### src/rie_defines.svh
`ifndef RIE_DEFINES_SVH
`define RIE_DEFINES_SVH
// ----------------------------------------------------------------------
// Reset values, non-maskable level and entry range
// ----------------------------------------------------------------------
`define RIE_PC_RST      24'h008000
`define RIE_XSP_RST     24'h000100
`define RIE_MASK_RST    3'h7
`define RIE_RFP_RST     3'h0
`define RIE_LVL_NMI     3'h7
`define RIE_ENTRY_BASE  24'h008000
`define RIE_ENTRY_LAST  24'h0081FF
// ----------------------------------------------------------------------
// Entry timing in system clock states
// ----------------------------------------------------------------------
`define RIE_ST_MAX8     5'h17
`define RIE_ST_MIN8     5'h13
`define RIE_ST_MAX16    5'h11
`define RIE_ST_MIN16    5'h0F
// ----------------------------------------------------------------------
// Sources, trap codes and field positions
// ----------------------------------------------------------------------
`define RIE_NSRC        21
`define RIE_CODE_PRIV   5'h01
`define RIE_CODE_UNDEF  5'h02
`define RIE_CS_WIDTH    4
`define RIE_PIN_PORTIN  0
`define RIE_PIN_WDT     1
// ----------------------------------------------------------------------
// Register offsets
// ----------------------------------------------------------------------
`define RIE_A_SR        8'h00
`define RIE_A_PC        8'h01
`define RIE_A_XSP       8'h02
`define RIE_A_PEND      8'h03
`define RIE_A_PINS      8'h04
`define RIE_A_GP        8'h05
`define RIE_A_CS0       8'h08
`define RIE_A_PRIO0     8'h10
`endif

### src/rie_pkg.sv
package rie_pkg;
`include "rie_defines.svh"
    typedef enum logic [4:0] {
        ST_IDLE = 5'h01, ST_VEC = 5'h02, ST_PUSHPC = 5'h04,
        ST_PUSHSR = 5'h08, ST_WAIT = 5'h10
    } rie_fsm_t;
    typedef enum logic [2:0] {
        OP_NONE = 3'h0, OP_EI = 3'h1, OP_DI = 3'h2, OP_RETURN_FROM_INTERRUPT_INSTR = 3'h3, OP_SWI = 3'h4
    } rie_op_t;
    typedef struct packed {
        rie_op_t     op;
        logic [2:0]  arg;
        logic [23:0] popPc;
        logic [15:0] popSr;
    } rie_instr_t;
    typedef struct packed {
        logic [7:0]  addr;
        logic [31:0] wdata;
        logic        wr;
        logic        rd;
    } rie_bus_t;
    typedef struct packed {
        logic        valid;
        logic        word32;
        logic [23:0] addr;
        logic [23:0] data;
    } rie_push_t;
    typedef struct packed {
        logic       portsInput;
        logic       wdt;
        logic       clkOut;
        logic       ale;
        logic       upperAddr;
        logic [3:0] bus16;
    } rie_pins_t;
endpackage : rie_pkg

### src/rie_top.sv
// Implementation choices: the placing of the registers and strobed register access.
`timescale 1ns/1ps
`include "rie_defines.svh"
// Overview of operation
// - Reset loads PC 8000H and system stack pointer 100H.
// - Reset sets system mode, mask 111, minimum mode, register bank 000.
// - Reset leaves all other CPU registers untouched.
// - Reset makes ports inputs, watchdog pin low, clock out high, ALE low.
// - Strap 0: upper pins carry data, widths from chip-select config.
// - Strap 1: upper pins are address, width bits ignored, 8-bit bus.
// - Accept when offered level strictly exceeds the mask level, or is 7 (non-maskable) whatever the mask.
// - Controller offers only the highest pending level; non-maskable is 7.
// - EI num loads mask immediately; DI loads 7.
// - Accept reads vector, ties go to smaller vector, request cleared.
// - Push PC and status onto the system stack.
// - Mask becomes accepted level plus one, but 7 stays 7.
// - Entry sets system mode.
// - Branch to 8000H plus vector.
// - Entry lasts 23/19 states with 8-bit stack, 17/15 with 16-bit.
// - Return pops PC and status, restoring the old mask.
// - Non-maskable sources fixed at 7; maskable ones programmable.
// - All entry points lie in 008000H to 0081FFH.
// - Non-maskable vectors step by 10H, NMI pin at 8080H then watchdog.
// - Each maskable source has a fixed vector; its code is vector/16.
// - Six programmable levels per maskable source, reported to the CPU.
module rie_top
    import rie_pkg::*;
(
    input  wire logic              ref_clk,
    input  wire logic              sys_rst,
    input  wire rie_pkg::rie_bus_t busReq,
    output logic [31:0]            rdData,
    input  wire logic [20:0]       irqPins,
    input  wire logic              busWidthPin,
    input  wire logic              stackBus16,
    input  wire rie_pkg::rie_instr_t instr,
    input  wire logic              privFault,
    input  wire logic              illegalOp,
    output logic [23:0]            pcOut,
    output logic [23:0]            xspOut,
    output logic [15:0]            srOut,
    output logic                   entryBusy,
    output logic                   branchOut,
    output rie_pkg::rie_push_t     pushOut,
    output rie_pkg::rie_pins_t     pinsOut
);
    import rie_pkg::*;

    typedef struct packed {
        rie_fsm_t        fsm;
        logic [23:0]     pc;
        logic [23:0]     system_stack_pointer;
        logic            system_mode_flag;
        logic [2:0]      mask;
        logic            maxm;
        logic [2:0]      rfp;
        logic [20:0]     pend;
        logic [20:0][2:0] prio;
        logic [3:0]      csBus;
        logic            strap;
        logic            strapDone;
        logic [1:0]      strapCnt;
        logic [4:0]      code;
        logic [2:0]      lvl;
        logic [4:0]      idx;
        logic            isIrq;
        logic [4:0]      cnt;
        logic [1:0]      clkDiv;
        logic [21:0]     syncA;
        logic [21:0]     syncB;
        logic [20:0]     prevB;
        logic            branch;
        logic [31:0]     rdata;
        rie_push_t       push;
        rie_pins_t       pins;
        logic            busy;
    } rie_state_t;

    rie_state_t  st_r;
    rie_state_t  st_nxt;
    logic [31:0] gpReg_r;
    logic [20:0] newEdge;
    logic [2:0]  bestLvl;
    logic [4:0]  bestIdx;
    logic [4:0]  total;
    logic        hasInstr;

    // ------------------------------------------------------------------
    // Vector table
    // ------------------------------------------------------------------
    // Source 0 is the NMI pin, 1 the watchdog, 2 up the maskable ones.
    // The reserved codes 0FH, 16H and 17H have no index, so they can
    // never be offered.
    function automatic logic [4:0] srcCode(input int unsigned i);
        if (i < 32'h7) begin
            srcCode = 5'(32'h8 + i);
        end else if (i < 32'hD) begin
            srcCode = 5'(32'h10 + i - 32'h7);
        end else begin
            srcCode = 5'(32'h18 + i - 32'hD);
        end
    endfunction : srcCode

    function automatic logic [15:0] srOf(input rie_state_t s);
        srOf = {s.system_mode_flag, s.mask, s.maxm, s.rfp, 8'h00};
    endfunction : srOf

    // ------------------------------------------------------------------
    // Priority resolution
    // ------------------------------------------------------------------
    // Strict compare while scanning upward gives ties to the smaller
    // vector. Levels 0 and 7 written to a maskable slot disable it.
    always_comb begin
        bestLvl = 3'h0;
        bestIdx = 5'h00;
        for (int i = 0; i < `RIE_NSRC; i++) begin
            logic [2:0] l;
            l = 3'h0;
            if (i < 2) begin
                l = `RIE_LVL_NMI;
            end else if (st_r.prio[i] != 3'h0 && st_r.prio[i] != 3'h7) begin
                l = st_r.prio[i];
            end
            if (st_r.pend[i] && l > bestLvl) begin
                bestLvl = l;
                bestIdx = 5'(i);
            end
        end
    end

    // Entry length depends on mode and on the stack area width.
    assign total = st_r.maxm ? (stackBus16 ? `RIE_ST_MAX16 : `RIE_ST_MAX8)
                             : (stackBus16 ? `RIE_ST_MIN16 : `RIE_ST_MIN8);

    assign newEdge  = st_r.syncB[20:0] & ~st_r.prevB;
    assign hasInstr = (instr.op != OP_NONE) || privFault || illegalOp;

    // ------------------------------------------------------------------
    // Next state
    // ------------------------------------------------------------------
    always_comb begin
        logic [20:0] clr;
        st_nxt = st_r;
        clr = 21'h000000;
        st_nxt.push.valid = 1'b0;
        st_nxt.branch = 1'b0;
        st_nxt.rdata = 32'h00000000;
        // Two flops on every pin; only the second is looked at.
        st_nxt.syncA = {busWidthPin, irqPins};
        st_nxt.syncB = st_r.syncA;
        st_nxt.prevB = st_r.syncB[20:0];
        st_nxt.clkDiv = st_r.clkDiv + 2'h1;
        st_nxt.pins.clkOut = st_r.clkDiv[1];
        // The strap is taken once the synchroniser has settled.
        if (!st_r.strapDone) begin
            st_nxt.strapCnt = st_r.strapCnt + 2'h1;
            if (st_r.strapCnt == 2'h2) begin
                st_nxt.strap = st_r.syncB[21];
                st_nxt.strapDone = 1'b1;
            end
        end
        st_nxt.pins.upperAddr = st_r.strap;
        st_nxt.pins.bus16 = st_r.strap ? 4'h0 : st_r.csBus;
        st_nxt.pins.ale = 1'b0;

        // Register writes.
        if (busReq.wr) begin
            if (busReq.addr == `RIE_A_XSP) begin
                st_nxt.system_stack_pointer = busReq.wdata[23:0];
            end else if (busReq.addr == `RIE_A_PEND) begin
                clr = busReq.wdata[20:0];
            end else if (busReq.addr == `RIE_A_PINS) begin
                st_nxt.pins.portsInput = busReq.wdata[`RIE_PIN_PORTIN];
                st_nxt.pins.wdt = busReq.wdata[`RIE_PIN_WDT];
            end else if (busReq.addr[7:2] == `RIE_A_CS0 >> 2) begin
                st_nxt.csBus[busReq.addr[1:0]] = busReq.wdata[`RIE_CS_WIDTH];
            end else if (busReq.addr >= `RIE_A_PRIO0 &&
                         busReq.addr < `RIE_A_PRIO0 + 8'(`RIE_NSRC)) begin
                st_nxt.prio[5'(busReq.addr - `RIE_A_PRIO0)] = busReq.wdata[2:0];
            end
        end

        // Register reads, answered in the next cycle only.
        if (busReq.rd) begin
            case (busReq.addr)
                `RIE_A_SR:   st_nxt.rdata = {16'h0000, srOf(st_r)};
                `RIE_A_PC:   st_nxt.rdata = {8'h00, st_r.pc};
                `RIE_A_XSP:  st_nxt.rdata = {8'h00, st_r.system_stack_pointer};
                `RIE_A_PEND: st_nxt.rdata = {11'h000, st_r.pend};
                `RIE_A_PINS: st_nxt.rdata = {24'h000000, st_r.pins.bus16, 1'b0,
                                st_r.strap, st_r.pins.wdt, st_r.pins.portsInput};
                `RIE_A_GP:   st_nxt.rdata = gpReg_r;
                default: begin
                    if (busReq.addr[7:2] == `RIE_A_CS0 >> 2) begin
                        st_nxt.rdata[`RIE_CS_WIDTH] = st_r.csBus[busReq.addr[1:0]];
                    end else if (busReq.addr >= `RIE_A_PRIO0 + 8'h02 &&
                                 busReq.addr < `RIE_A_PRIO0 + 8'(`RIE_NSRC)) begin
                        st_nxt.rdata[2:0] = st_r.prio[5'(busReq.addr - `RIE_A_PRIO0)];
                    end else if (busReq.addr >= `RIE_A_PRIO0 &&
                                 busReq.addr < `RIE_A_PRIO0 + 8'h02) begin
                        st_nxt.rdata[2:0] = `RIE_LVL_NMI;
                    end
                end
            endcase
        end

        // Entry sequencer. Instructions are ignored while an entry runs.
        if (st_r.cnt != 5'h00) begin
            st_nxt.cnt = st_r.cnt - 5'h01;
        end
        case (st_r.fsm)
            ST_IDLE: begin
                if (hasInstr) begin
                    if (instr.op == OP_EI) begin
                        st_nxt.mask = instr.arg;
                    end else if (instr.op == OP_DI) begin
                        st_nxt.mask = 3'h7;
                    end else if (instr.op == OP_RETURN_FROM_INTERRUPT_INSTR) begin
                        st_nxt.pc = instr.popPc;
                        st_nxt.system_mode_flag = instr.popSr[15];
                        st_nxt.mask = instr.popSr[14:12];
                        st_nxt.maxm = instr.popSr[11];
                        st_nxt.rfp = instr.popSr[10:8];
                        st_nxt.system_stack_pointer = st_r.system_stack_pointer + 24'h000006;
                    end else begin
                        // Traps are non-maskable and bypass the compare.
                        st_nxt.code = privFault ? `RIE_CODE_PRIV :
                                      illegalOp ? `RIE_CODE_UNDEF :
                                      {2'h0, instr.arg};
                        st_nxt.lvl = `RIE_LVL_NMI;
                        st_nxt.isIrq = 1'b0;
                        st_nxt.cnt = total - 5'h01;
                        st_nxt.fsm = ST_VEC;
                    end
                end else if (bestLvl > st_r.mask ||
                             bestLvl == `RIE_LVL_NMI) begin
                    st_nxt.code = srcCode(32'(bestIdx));
                    st_nxt.lvl = bestLvl;
                    st_nxt.idx = bestIdx;
                    st_nxt.isIrq = 1'b1;
                    st_nxt.cnt = total - 5'h01;
                    st_nxt.fsm = ST_VEC;
                end
            end
            ST_VEC: begin
                if (st_r.isIrq) begin
                    clr[st_r.idx] = 1'b1;
                end
                st_nxt.fsm = ST_PUSHPC;
            end
            ST_PUSHPC: begin
                st_nxt.push = {1'b1, 1'b1, st_r.system_stack_pointer - 24'h000004, st_r.pc};
                st_nxt.system_stack_pointer = st_r.system_stack_pointer - 24'h000004;
                st_nxt.fsm = ST_PUSHSR;
            end
            ST_PUSHSR: begin
                st_nxt.push = {1'b1, 1'b0, st_r.system_stack_pointer - 24'h000002,
                               8'h00, srOf(st_r)};
                st_nxt.system_stack_pointer = st_r.system_stack_pointer - 24'h000002;
                st_nxt.fsm = ST_WAIT;
            end
            ST_WAIT: begin
                if (st_r.cnt == 5'h01) begin
                    st_nxt.pc = `RIE_ENTRY_BASE + {15'h0000, st_r.code, 4'h0};
                    st_nxt.system_mode_flag = 1'b1;
                    st_nxt.mask = (st_r.lvl == 3'h7) ? 3'h7 : st_r.lvl + 3'h1;
                    st_nxt.branch = 1'b1;
                    st_nxt.fsm = ST_IDLE;
                end
            end
            default: st_nxt.fsm = ST_IDLE;
        endcase
        // A new request in the same cycle as its clear survives.
        st_nxt.pend = (st_r.pend & ~clr) | newEdge;
        // Busy is kept in a flop so that the output pin needs no decode.
        st_nxt.busy = (st_nxt.fsm != ST_IDLE);
    end

    // ------------------------------------------------------------------
    // State register
    // ------------------------------------------------------------------
    always_ff @(posedge ref_clk or posedge sys_rst) begin
        if (sys_rst) begin
            st_r <= '0;
            st_r.fsm <= ST_IDLE;
            st_r.pc <= `RIE_PC_RST;
            st_r.system_stack_pointer <= `RIE_XSP_RST;
            st_r.system_mode_flag <= 1'b1;
            st_r.mask <= `RIE_MASK_RST;
            st_r.maxm <= 1'b0;
            st_r.rfp <= `RIE_RFP_RST;
            st_r.pins.portsInput <= 1'b1;
            st_r.pins.wdt <= 1'b0;
            st_r.pins.clkOut <= 1'b1;
            st_r.pins.ale <= 1'b0;
        end else begin
            st_r <= st_nxt;
        end
    end

    // The general register stands for CPU state that reset must not
    // touch, so it has no reset at all and reads unknown until written.
    always_ff @(posedge ref_clk) begin
        if (busReq.wr && busReq.addr == `RIE_A_GP) begin
            gpReg_r <= busReq.wdata;
        end
    end

    // Outputs come straight from the state register.
    assign rdData    = st_r.rdata;
    assign pcOut     = st_r.pc;
    assign xspOut    = st_r.system_stack_pointer;
    assign srOut     = {st_r.system_mode_flag, st_r.mask, st_r.maxm, st_r.rfp, 8'h00};
    assign entryBusy = st_r.busy;
    assign branchOut = st_r.branch;
    assign pushOut   = st_r.push;
    assign pinsOut   = st_r.pins;

    // ------------------------------------------------------------------
    // Checks
    // ------------------------------------------------------------------
    logic [4:0] cyc_r;
    logic [4:0] totL_r;
    logic       accept;
    assign accept = (st_r.fsm == ST_IDLE) && (st_nxt.fsm == ST_VEC);

    // Counts states from acceptance to the branch.
    always_ff @(posedge ref_clk or posedge sys_rst) begin
        if (sys_rst) begin
            cyc_r <= 5'h00;
            totL_r <= 5'h00;
        end else if (accept) begin
            cyc_r <= 5'h01;
            totL_r <= total;
        end else if (cyc_r != 5'h00) begin
            cyc_r <= cyc_r + 5'h01;
        end
    end
endmodule : rie_top

### config.mk
export PLATFORM = sky130hd
export DESIGN_NAME = rie_top
export DESIGN_NICKNAME = d
export VERILOG_FILES = /design/src/rie_pkg.sv /design/src/rie_top.sv
export VERILOG_INCLUDE_DIRS = /design/src
export SDC_FILE = /design/constraint.sdc
export NUM_CORES = 1
export LEC_CHECK = 0
export ABC_CLOCK_PERIOD_IN_PS = 63300
export BUFFER_PORTS_ARGS = -buffer_cell sky130_fd_sc_hd__buf_2
export CORE_AREA = 2 2 198 200
export CTS_BUF_LIST = sky130_fd_sc_hd__clkbuf_16
export DETAILED_ROUTE_END_ITERATION = 8
export DIE_AREA = 0 0 200 202
export GPL_TIMING_DRIVEN = 0
export PLACE_DENSITY = 0.81
export SYNTH_ARGS = -nofsm -noshare
export SYNTH_HDL_FRONTEND = slang
export SYNTH_SLANG_ARGS = --single-unit
### constraint.sdc
create_clock -name ref_clk -period 63.3 [get_ports ref_clk]
set_clock_uncertainty 0.1 [all_clocks]
set_input_delay 12.66 -clock ref_clk [delete_from_list [all_inputs] [get_ports ref_clk]]
set_output_delay 12.66 -clock ref_clk [all_outputs]
set_load 0.03 [all_outputs]
==> results of run 1 <==
power groups by stage:
stage / clock, mW / sequential [mW] / combinational [mW]
after global routing: 0.230 / 0.307 / 0.268
after global placement: 0 / 0.306 / 0.241
after floorplan: 0 / 0.291 / 0.179
after CTS: 0.221 / 0.303 / 0.247
after detailed placement: 0 / 0.307 / 0.246
final: 0.220 / 0.304 / 0.249
placed cells by master (no fill, tap or decap), types with 29 or more instances in the layout:
cell	netlist	routed
a21oi_1	75	75
a22oi_1	58	58
a31oi_1	29	29
and3_1	34	34
buf_2	9	261
buf_4	158	158
clkbuf_1	89	89
clkbuf_16	0	39
dfrtp_1	322	322
edfxtp_1	32	32
ha_1	39	39
inv_1	69	75
mux2_2	68	68
nand2_1	296	296
nand3_1	57	57
nor2_1	137	137
nor3_1	37	37
o211ai_1	33	33
o21ai_0	129	129
metrics by stage:
step           power (mW)  instances  utilization  hold slack (ns)
5_1_grt             0.805       2991        0.624            0.248
4_1_cts             0.771       2991        0.624            0.247
3_3_place_gp        0.547       2920        0.591            0.233
6_report            0.773       2991        0.624            0.245
3_5_place_dp        0.553       2922        0.593            0.236
2_1_floorplan       0.470       2150            -            0.231
final cells by class:
type | count | area (um^2)
sequential | 363 | 9260
timing repair buffer | 254 | 1320
inverter | 71 | 274
tap | 518 | 648
multi-input combinational | 1455 | 9630
clock buffer | 39 | 976
fill | 3172 | 14400
clock inverter | 30 | 228
buffer | 261 | 1580
registers in the layout, indices dropped and copies added (netlist names):
signal     count
st_r         138
pushOut       50
st_nxt        45
gpReg_r       32
rdData        32
pcOut         24
xspOut        24
pinsOut        8
srOut          8
branchOut      1
entryBusy      1
layer usage:
layer	GRT usage	part of all wire	vias to the layer above
li1	-	-	8241
met1	0.479	0.42	8973
met2	0.520	0.44	933
met3	0.0686	0.097	183
met4	0.135	0.044	0
met5	0	0	-
kinds of logic (layout without fill, tap and decap cells):
family          count (synthesis)  after routing  share of synthesized area
compound gates                565            565                      0.196
xor+xnor                       12             12                    0.00508
fa+ha+maj                      45             45                     0.0265
buf+inv                       332            655                     0.0894
flops                         363            363                      0.447
mux                           105            105                     0.0669
other cells                     1              9                   0.000181
simple gates                  719            719                      0.169
worst max-delay path by stage:
stage	startpoint	to	depth (start not counted)
global placement	st_r[250]	st_r[174]	148
finish	st_r[250]	st_r[174]	147
floorplan	st_r[194]	st_r[174]	149
detailed placement	st_r[250]	st_r[174]	147
global route	st_r[250]	st_r[175]	149
CTS	st_r[250]	st_r[175]	148
==> results_tabular.tex, run 1 <==
\begin{tabular}{lr}
\hline
Metric & Value \\
\hline
\multicolumn{2}{l}{\textbf{Timing}} \\
\quad Aggregate negative setup slack & 0 ns \\
\quad Worst slew slack as a fraction of its limit & 0.110 \\
\quad Worst Slack Setup Final & approximately 31 ns \\
\quad Actual transition at the worst max-transition pin & approximately 1.3 ns \\
\quad Setup-failing EPs final & 0 \\
\quad Share of the clock period used by the worst path after layout & 0.513 \\
\quad Setup repair after global routing missed its margin & no \\
\quad Number of failing hold endpoints at the final stage & 0 \\
\quad Final Max Tran Viols & 0 \\
\quad Final Critical Period & about 33 ns \\
\quad Achievable frequency & around 30 MHz \\
\multicolumn{2}{l}{\textbf{Setup path}} \\
\quad Register-to-register setup slack & between 30 and 40 ns \\
\quad Reg2Reg Capture Point & st\_r[174] \\
\quad Depth of the worst register-to-register path & roughly 150 \\
\quad Buffers plus inverters on the worst setup path & 3 \\
\quad Data arrival time at the worst-slack endpoint & about 33 ns \\
\quad Slowest stage cell, crit path & a311oi\_1 \\
\quad Largest driver fanout on the critical path & 9 \\
\quad Largest incremental delay on the critical path & 0.73 ns \\
\quad CP endpoint kind & register \\
\quad CP delay by family, top & compound AO/OA/AOI/OAI gates \\
\quad Type of origin of the critical path & register \\
\quad Worst Setup Path Type & reg2reg \\
\quad Startpoint of the worst register-to-register path & st\_r[250] \\
\quad Data required time at the worst endpoint & $\sim$64 ns \\
\multicolumn{2}{l}{\textbf{Synthesis}} \\
\quad Distinct cells, synth & roughly 120 \\
\quad \#FFs+latches synth & 363 \\
\quad Top cell type's share of synthesized area & 0.389 \\
\quad Largest cells by area after synthesis & dfrtp\_1, buf\_4, nand2\_1 \\
\quad Async set-reset flop share out of synthesis & 0.912 \\
\quad Cells after synthesis & 2142 \\
\quad Leading register cell type out of synthesis & dfrtp\_1 \\
\quad Yosys warning total & 0 \\
\quad Most instantiated library cell after synthesis & dfrtp\_1 \\
\quad Library cell with the largest summed area after synthesis & dfrtp\_1 \\
\quad Share of the yosys chip area belonging to registers & 0.447 \\
\quad Post-Syn Area per Cell & a little under 10 um\^{}2 \\
\quad Most common library cells after synthesis & dfrtp\_1, nand2\_1, buf\_4 \\
\quad Post-synthesis instance area & between 20000 and 25000 um\^{}2 \\
\quad Number of enable-type register cells in the synthesized netlist & 32 \\
\multicolumn{2}{l}{\textbf{Global route}} \\
\quad Wire length of the first global-routing pass & 104000 um \\
\quad Initial antenna violation count & 0 \\
\quad Tot GR Track Use & 0.341 \\
\quad Vias in the first global route & 17.4k \\
\quad Total grt overflow & 0 \\
\quad Pin count of the biggest net entering global routing & between 100 and 150 \\
\multicolumn{2}{l}{\textbf{Pwr}} \\
\quad Pint & 0.484 mW \\
\quad Switching share of power & 0.374 \\
\quad Logic pwr share & 0.322 \\
\quad Part of the total power dissipated in sequential elements & 0.394 \\
\quad Share of total power in the clock network & 0.284 \\
\quad Power density over the cells & 32.3 nW/um\^{}2 \\
\quad LEAKAGE & 11.1 nW \\
\quad VDD IR max & 0.0281 mV \\
\quad Sw Pwr & $\sim$0.29 mW \\
\multicolumn{2}{l}{\textbf{Hold path}} \\
\quad Destination of the worst hold path & st\_nxt[97] \\
\quad Worst hold path depth & 0 \\
\quad Class of the most critical hold timing path & reg2reg \\
\quad Min-Delay Startpoint & st\_nxt[118] \\
\multicolumn{2}{l}{\textbf{Clocking}} \\
\quad Clock input transition at the sequential cells of the worst setup and hold paths & approximately 0.060 ns \\
\quad Setup Buffers After CTS & 0 \\
\quad Clk buf depth & 3 \\
\quad Total clock sinks & between 300 and 400 \\
\quad Number of resized instances in the post-cts repair step & 0 \\
\quad Clock tree from TritonCTS & done \\
\quad Worst-skew pair later-pin latency & 0.54 ns \\
\quad Number of buffers inserted for hold repair after clock tree synthesis & 0 \\
\quad Total clock buffers created by CTS & 38 \\
\quad Clock root buffer master & clkbuf\_16 \\
\quad H-tree depth & 2 \\
\multicolumn{2}{l}{\textbf{Outcome}} \\
\quad Result of the run & finished clean \\
\multicolumn{2}{l}{\textbf{Job}} \\
\quad Max-cap violations & 0 \\
\multicolumn{2}{l}{\textbf{Floorplanning}} \\
\quad Count of standard-cell rows & a little over 70 \\
\quad Die Y-Extent & 202 um \\
\quad Chip Width & 200 um \\
\quad Placeable core region & approximately 38000 um\^{}2 \\
\quad Effective utilization at floorplan & 0.541 \\
\quad Count of boundary I/O pins & 272 \\
\quad Area of the die & between 40000 and 50000 um\^{}2 \\
\multicolumn{2}{l}{\textbf{Routing}} \\
\quad Number of remaining DRC errors & 0 \\
\quad Final wirelength & 69000 um \\
\quad Vias after detailed routing & about 18k \\
\quad First-pass iteration count of the detailed router & 6 \\
\quad Post-DR vias/cell & 6.13 \\
\quad Number of antenna-violating nets in the routed design & 0 \\
\quad WL/cell & between 20 and 25 um \\
\quad Count of routing violations after the opening detailed-route iteration & 1813 \\
\multicolumn{2}{l}{\textbf{Place}} \\
\quad Weighted congestion at the end of routability-driven global placement & about 1 \\
\quad Post-Place Setup Slack & 31.37 ns \\
\quad HPWL after DPL & 53400 um \\
\quad Port bufs & 252 \\
\quad Instance area after placement & 22700 um\^{}2 \\
\multicolumn{2}{l}{\textbf{Finish}} \\
\quad Final net count & 2598 \\
\quad Synthesis-to-layout area growth & 15.5\% \\
\quad Share of post-route cells with drive strength above 1 & 0.261 \\
\quad Post-route design area & 23900 um\^{}2 \\
\quad Antenna diode count & 0 \\
\hline
\end{tabular}
Note: power is estimated with default switching activity, not from simulation.
==> run 2: changes to the inputs <==
--- a/config.mk
+++ b/config.mk
@@ -6,7 +6,7 @@
 export SDC_FILE = /design/constraint.sdc
 export NUM_CORES = 1
 export LEC_CHECK = 0
-export ABC_CLOCK_PERIOD_IN_PS = 63300
+export ABC_CLOCK_PERIOD_IN_PS = 32000
 export BUFFER_PORTS_ARGS = -buffer_cell sky130_fd_sc_hd__buf_2
 export CORE_AREA = 2 2 198 200
 export CTS_BUF_LIST = sky130_fd_sc_hd__clkbuf_16
==> constraint.sdc (replaced) <==
create_clock -name ref_clk -period 32 [get_ports ref_clk]
set_clock_uncertainty 0.1 [all_clocks]
set_input_delay 6.4 -clock ref_clk [delete_from_list [all_inputs] [get_ports ref_clk]]
set_output_delay 6.4 -clock ref_clk [all_outputs]
set_load 0.03 [all_outputs]
==> results_tabular.tex, run 2 (synthesized netlist as in run 1, its figures left out) <==
\begin{tabular}{lr}
\hline
Metric & Value \\
\hline
\multicolumn{2}{l}{\textbf{Routing}} \\
\quad Routed metal-1 wire length & 28800 um (-0.22\%) \\
\quad First-pass iteration count of the detailed router & 6 (unchanged) \\
\quad Number of antenna-violating nets in the routed design & 0 (unchanged) \\
\quad DR WL met2 & 30800 um (+1.5\%) \\
\quad Final wirelength & 69700 um (+1.1\%) \\
\quad Number of remaining DRC errors & 0 (unchanged) \\
\quad Met3 wire len & 6930 um (+3.6\%) \\
\quad Post-DR vias/cell & 6.17 (+0.62\%) \\
\quad Top routing layer in use & met4 \\
\quad Count of routing violations after the opening detailed-route iteration & 1923 (+6.1\%) \\
\quad WL/cell & 23.1 um (+0.27\%) \\
\quad Vias after detailed routing & 18.6k (+1.4\%) \\
\multicolumn{2}{l}{\textbf{Global route}} \\
\quad Vias in the first global route & 17.4k (+0.017\%) \\
\quad Tot GR Track Use & 0.341 (about the same) \\
\quad Pin count of the biggest net entering global routing & 131 (unchanged) \\
\quad Total grt overflow & 0 (unchanged) \\
\quad Initial antenna violation count & 0 (unchanged) \\
\quad Wire length of the first global-routing pass & 104000 um (about the same) \\
\multicolumn{2}{l}{\textbf{Clocking}} \\
\quad Total clock buffers created by CTS & 38 (unchanged) \\
\quad Clock root buffer master & clkbuf\_16 \\
\quad Clock tree from TritonCTS & done \\
\quad H-tree depth & 2 (unchanged) \\
\quad Clk buf depth & 3 (unchanged) \\
\quad Number of buffers inserted for hold repair after clock tree synthesis & 0 (unchanged) \\
\quad Worst-skew pair later-pin latency & 0.55 ns (about the same) \\
\quad Clock input transition at the sequential cells of the worst setup and hold paths & 0.07 ns (about the same) \\
\quad Total clock sinks & 363 (unchanged) \\
\multicolumn{2}{l}{\textbf{Floorplanning}} \\
\quad Count of boundary I/O pins & 272 (unchanged) \\
\quad Placeable core region & 38300 um\^{}2 (unchanged) \\
\quad Chip Width & 200 um (unchanged) \\
\quad Die Y-Extent & 202 um (unchanged) \\
\quad Effective utilization at floorplan & 0.541 (unchanged) \\
\quad Count of standard-cell rows & 72 (unchanged) \\
\quad Area of the die & 40400 um\^{}2 (unchanged) \\
\multicolumn{2}{l}{\textbf{Place}} \\
\quad Weighted congestion at the end of routability-driven global placement & 1.02 (unchanged) \\
\quad Port bufs & 252 (unchanged) \\
\quad Instance area after placement & 22700 um\^{}2 (unchanged) \\
\quad HPWL after DPL & 53400 um (unchanged) \\
\quad Cell count after placement & 2922 (unchanged) \\
\multicolumn{2}{l}{\textbf{Finish}} \\
\quad Synthesis-to-layout area growth & 17.2\% \\
\quad Share of post-route cells with drive strength above 1 & 0.280 (+0.0191) \\
\quad Post-route design area & 24300 um\^{}2 (+1.5\%) \\
\quad Antenna diode count & 0 (unchanged) \\
\quad Most frequent cells in the layout & dfrtp\_1, nand2\_1, buf\_2 \\
\quad Register bank with the most flops & st\_r \\
\quad Final net count & 2622 (+0.92\%) \\
\quad Fill cell total of the finished layout & 3121 (-1.6\%) \\
\quad Most frequent standard cell in the layout excluding fill and tap cells & dfrtp\_1 \\
\quad Post-route insts no fill & 3015 (+0.80\%) \\
\quad Area used by multi-input combinational logic & 9800 um\^{}2 (+1.8\%) \\
\quad Post-route core utilization & 0.634 (+0.00938) \\
\quad Sequential Area & 9260 um\^{}2 (about the same) \\
\quad Max FFs per register & 138 (unchanged) \\
\multicolumn{2}{l}{\textbf{Timing}} \\
\quad Setup-failing EPs final & 0 (unchanged) \\
\quad Worst slew slack as a fraction of its limit & 0.0811 (-0.0285) \\
\quad Achievable frequency & 33.2 MHz (+7.8\%) \\
\quad Final Critical Period & 30.16 ns (-2.34 ns) \\
\quad Actual transition at the worst max-transition pin & 1.37 ns (+0.0404 ns) \\
\quad Share of the clock period used by the worst path after layout & 0.943 (+0.429) \\
\quad Smallest hold slack & 0.245 ns (+0.000258 ns) \\
\quad Final Max Tran Viols & 0 (unchanged) \\
\quad Number of failing hold endpoints at the final stage & 0 (unchanged) \\
\multicolumn{2}{l}{\textbf{Pwr}} \\
\quad LEAKAGE & 11.3 nW (+1.5\%) \\
\quad Power density over the cells & 63.3 nW/um\^{}2 (+96\%) \\
\quad VDD IR max & 0.0556 mV (+98\%) \\
\multicolumn{2}{l}{\textbf{Setup path}} \\
\quad Data required time at the worst endpoint & 32.32 ns (-31.30 ns) \\
\quad Largest driver fanout on the critical path & 9 (unchanged) \\
\quad CP delay by family, top & compound AO/OA/AOI/OAI gates \\
\quad Data arrival time at the worst-slack endpoint & 30.49 ns (-2.33 ns) \\
\quad Type of origin of the critical path & register \\
\quad CP endpoint kind & register \\
\quad Worst Setup Path Type & reg2reg \\
\quad Buffers plus inverters on the worst setup path & 5 (+2) \\
\quad Largest incremental delay on the critical path & 0.55 ns (-0.18 ns) \\
\quad Slowest stage cell, crit path & or4\_1 \\
\quad Dominant cell type by count on the critical path & ha\_1 \\
\multicolumn{2}{l}{\textbf{Job}} \\
\quad Max-cap violations & 0 (unchanged) \\
\multicolumn{2}{l}{\textbf{Hold path}} \\
\quad Class of the most critical hold timing path & reg2reg \\
\multicolumn{2}{l}{\textbf{Outcome}} \\
\quad Result of the run & finished clean \\
\hline
\end{tabular}
[run 2: cell type report]
type | instances | area share
repair buffers | 278 | 0.0617
inverters | 71 | 0.0113
clock buffers | 39 | 0.0402
plain buffers | 261 | 0.0654
flip-flops and latches | 363 | 0.381
well taps | 518 | 0.0267
clock inverters | 30 | 0.00938
multi-input cells | 1455 | 0.404
[run 2: report_power, final]
part           internal (mW)  switching, mW  leakage, nW
Sequential             0.530         0.0719         4.43
Combinational          0.184          0.314         6.24
Clock                  0.246          0.189        0.606
Total                  0.961          0.575         11.3
[run 2: worst paths after layout]
check | start | end | slack (ns) | cells after the start
setup / recovery | st_r[195] | st_r[174] | 1.84 | 153
hold / removal | st_nxt[118] | st_nxt[97] | 0.25 | 0
setup reg to reg | st_r[195] | st_r[174] | 1.84 | 153
hold reg to reg | st_nxt[118] | st_nxt[97] | 0.25 | 0
max in group asynchronous | sys_rst | pcOut[13] | 24.89 | 3
min in group asynchronous | sys_rst | st_r[158] | 5.82 | 2
[run 2: through the flow]
stage	TNS (ns)	setup slack, ns	power (mW)
floorplan	0	4.65	0.929
global placement	0	0.844	1.08
detailed placement	0	0.0746	1.09
CTS	0	0.132	1.53
global route	-2.56	-0.204	1.60
finish	0	1.84	1.54
[run 2: routing by layer]
| layer | vias up | global-route usage |
|---|---|---|
| met5 | - | 0 |
| met4 | 0 | 0.139 |
| met3 | 175 | 0.0681 |
| met2 | 1010 | 0.517 |
| met1 | 9131 | 0.480 |
| li1 | 8275 | - |
[run 2: repair_timing]
| action | 4_1_cts | 5_1_grt |
|---|---|---|
| setup endpoints to repair | 10 | 22 |
| gates resized for setup | 2 | 45 |
| buffers inserted | 0 | 24 |
| pin swaps | 0 | 9 |
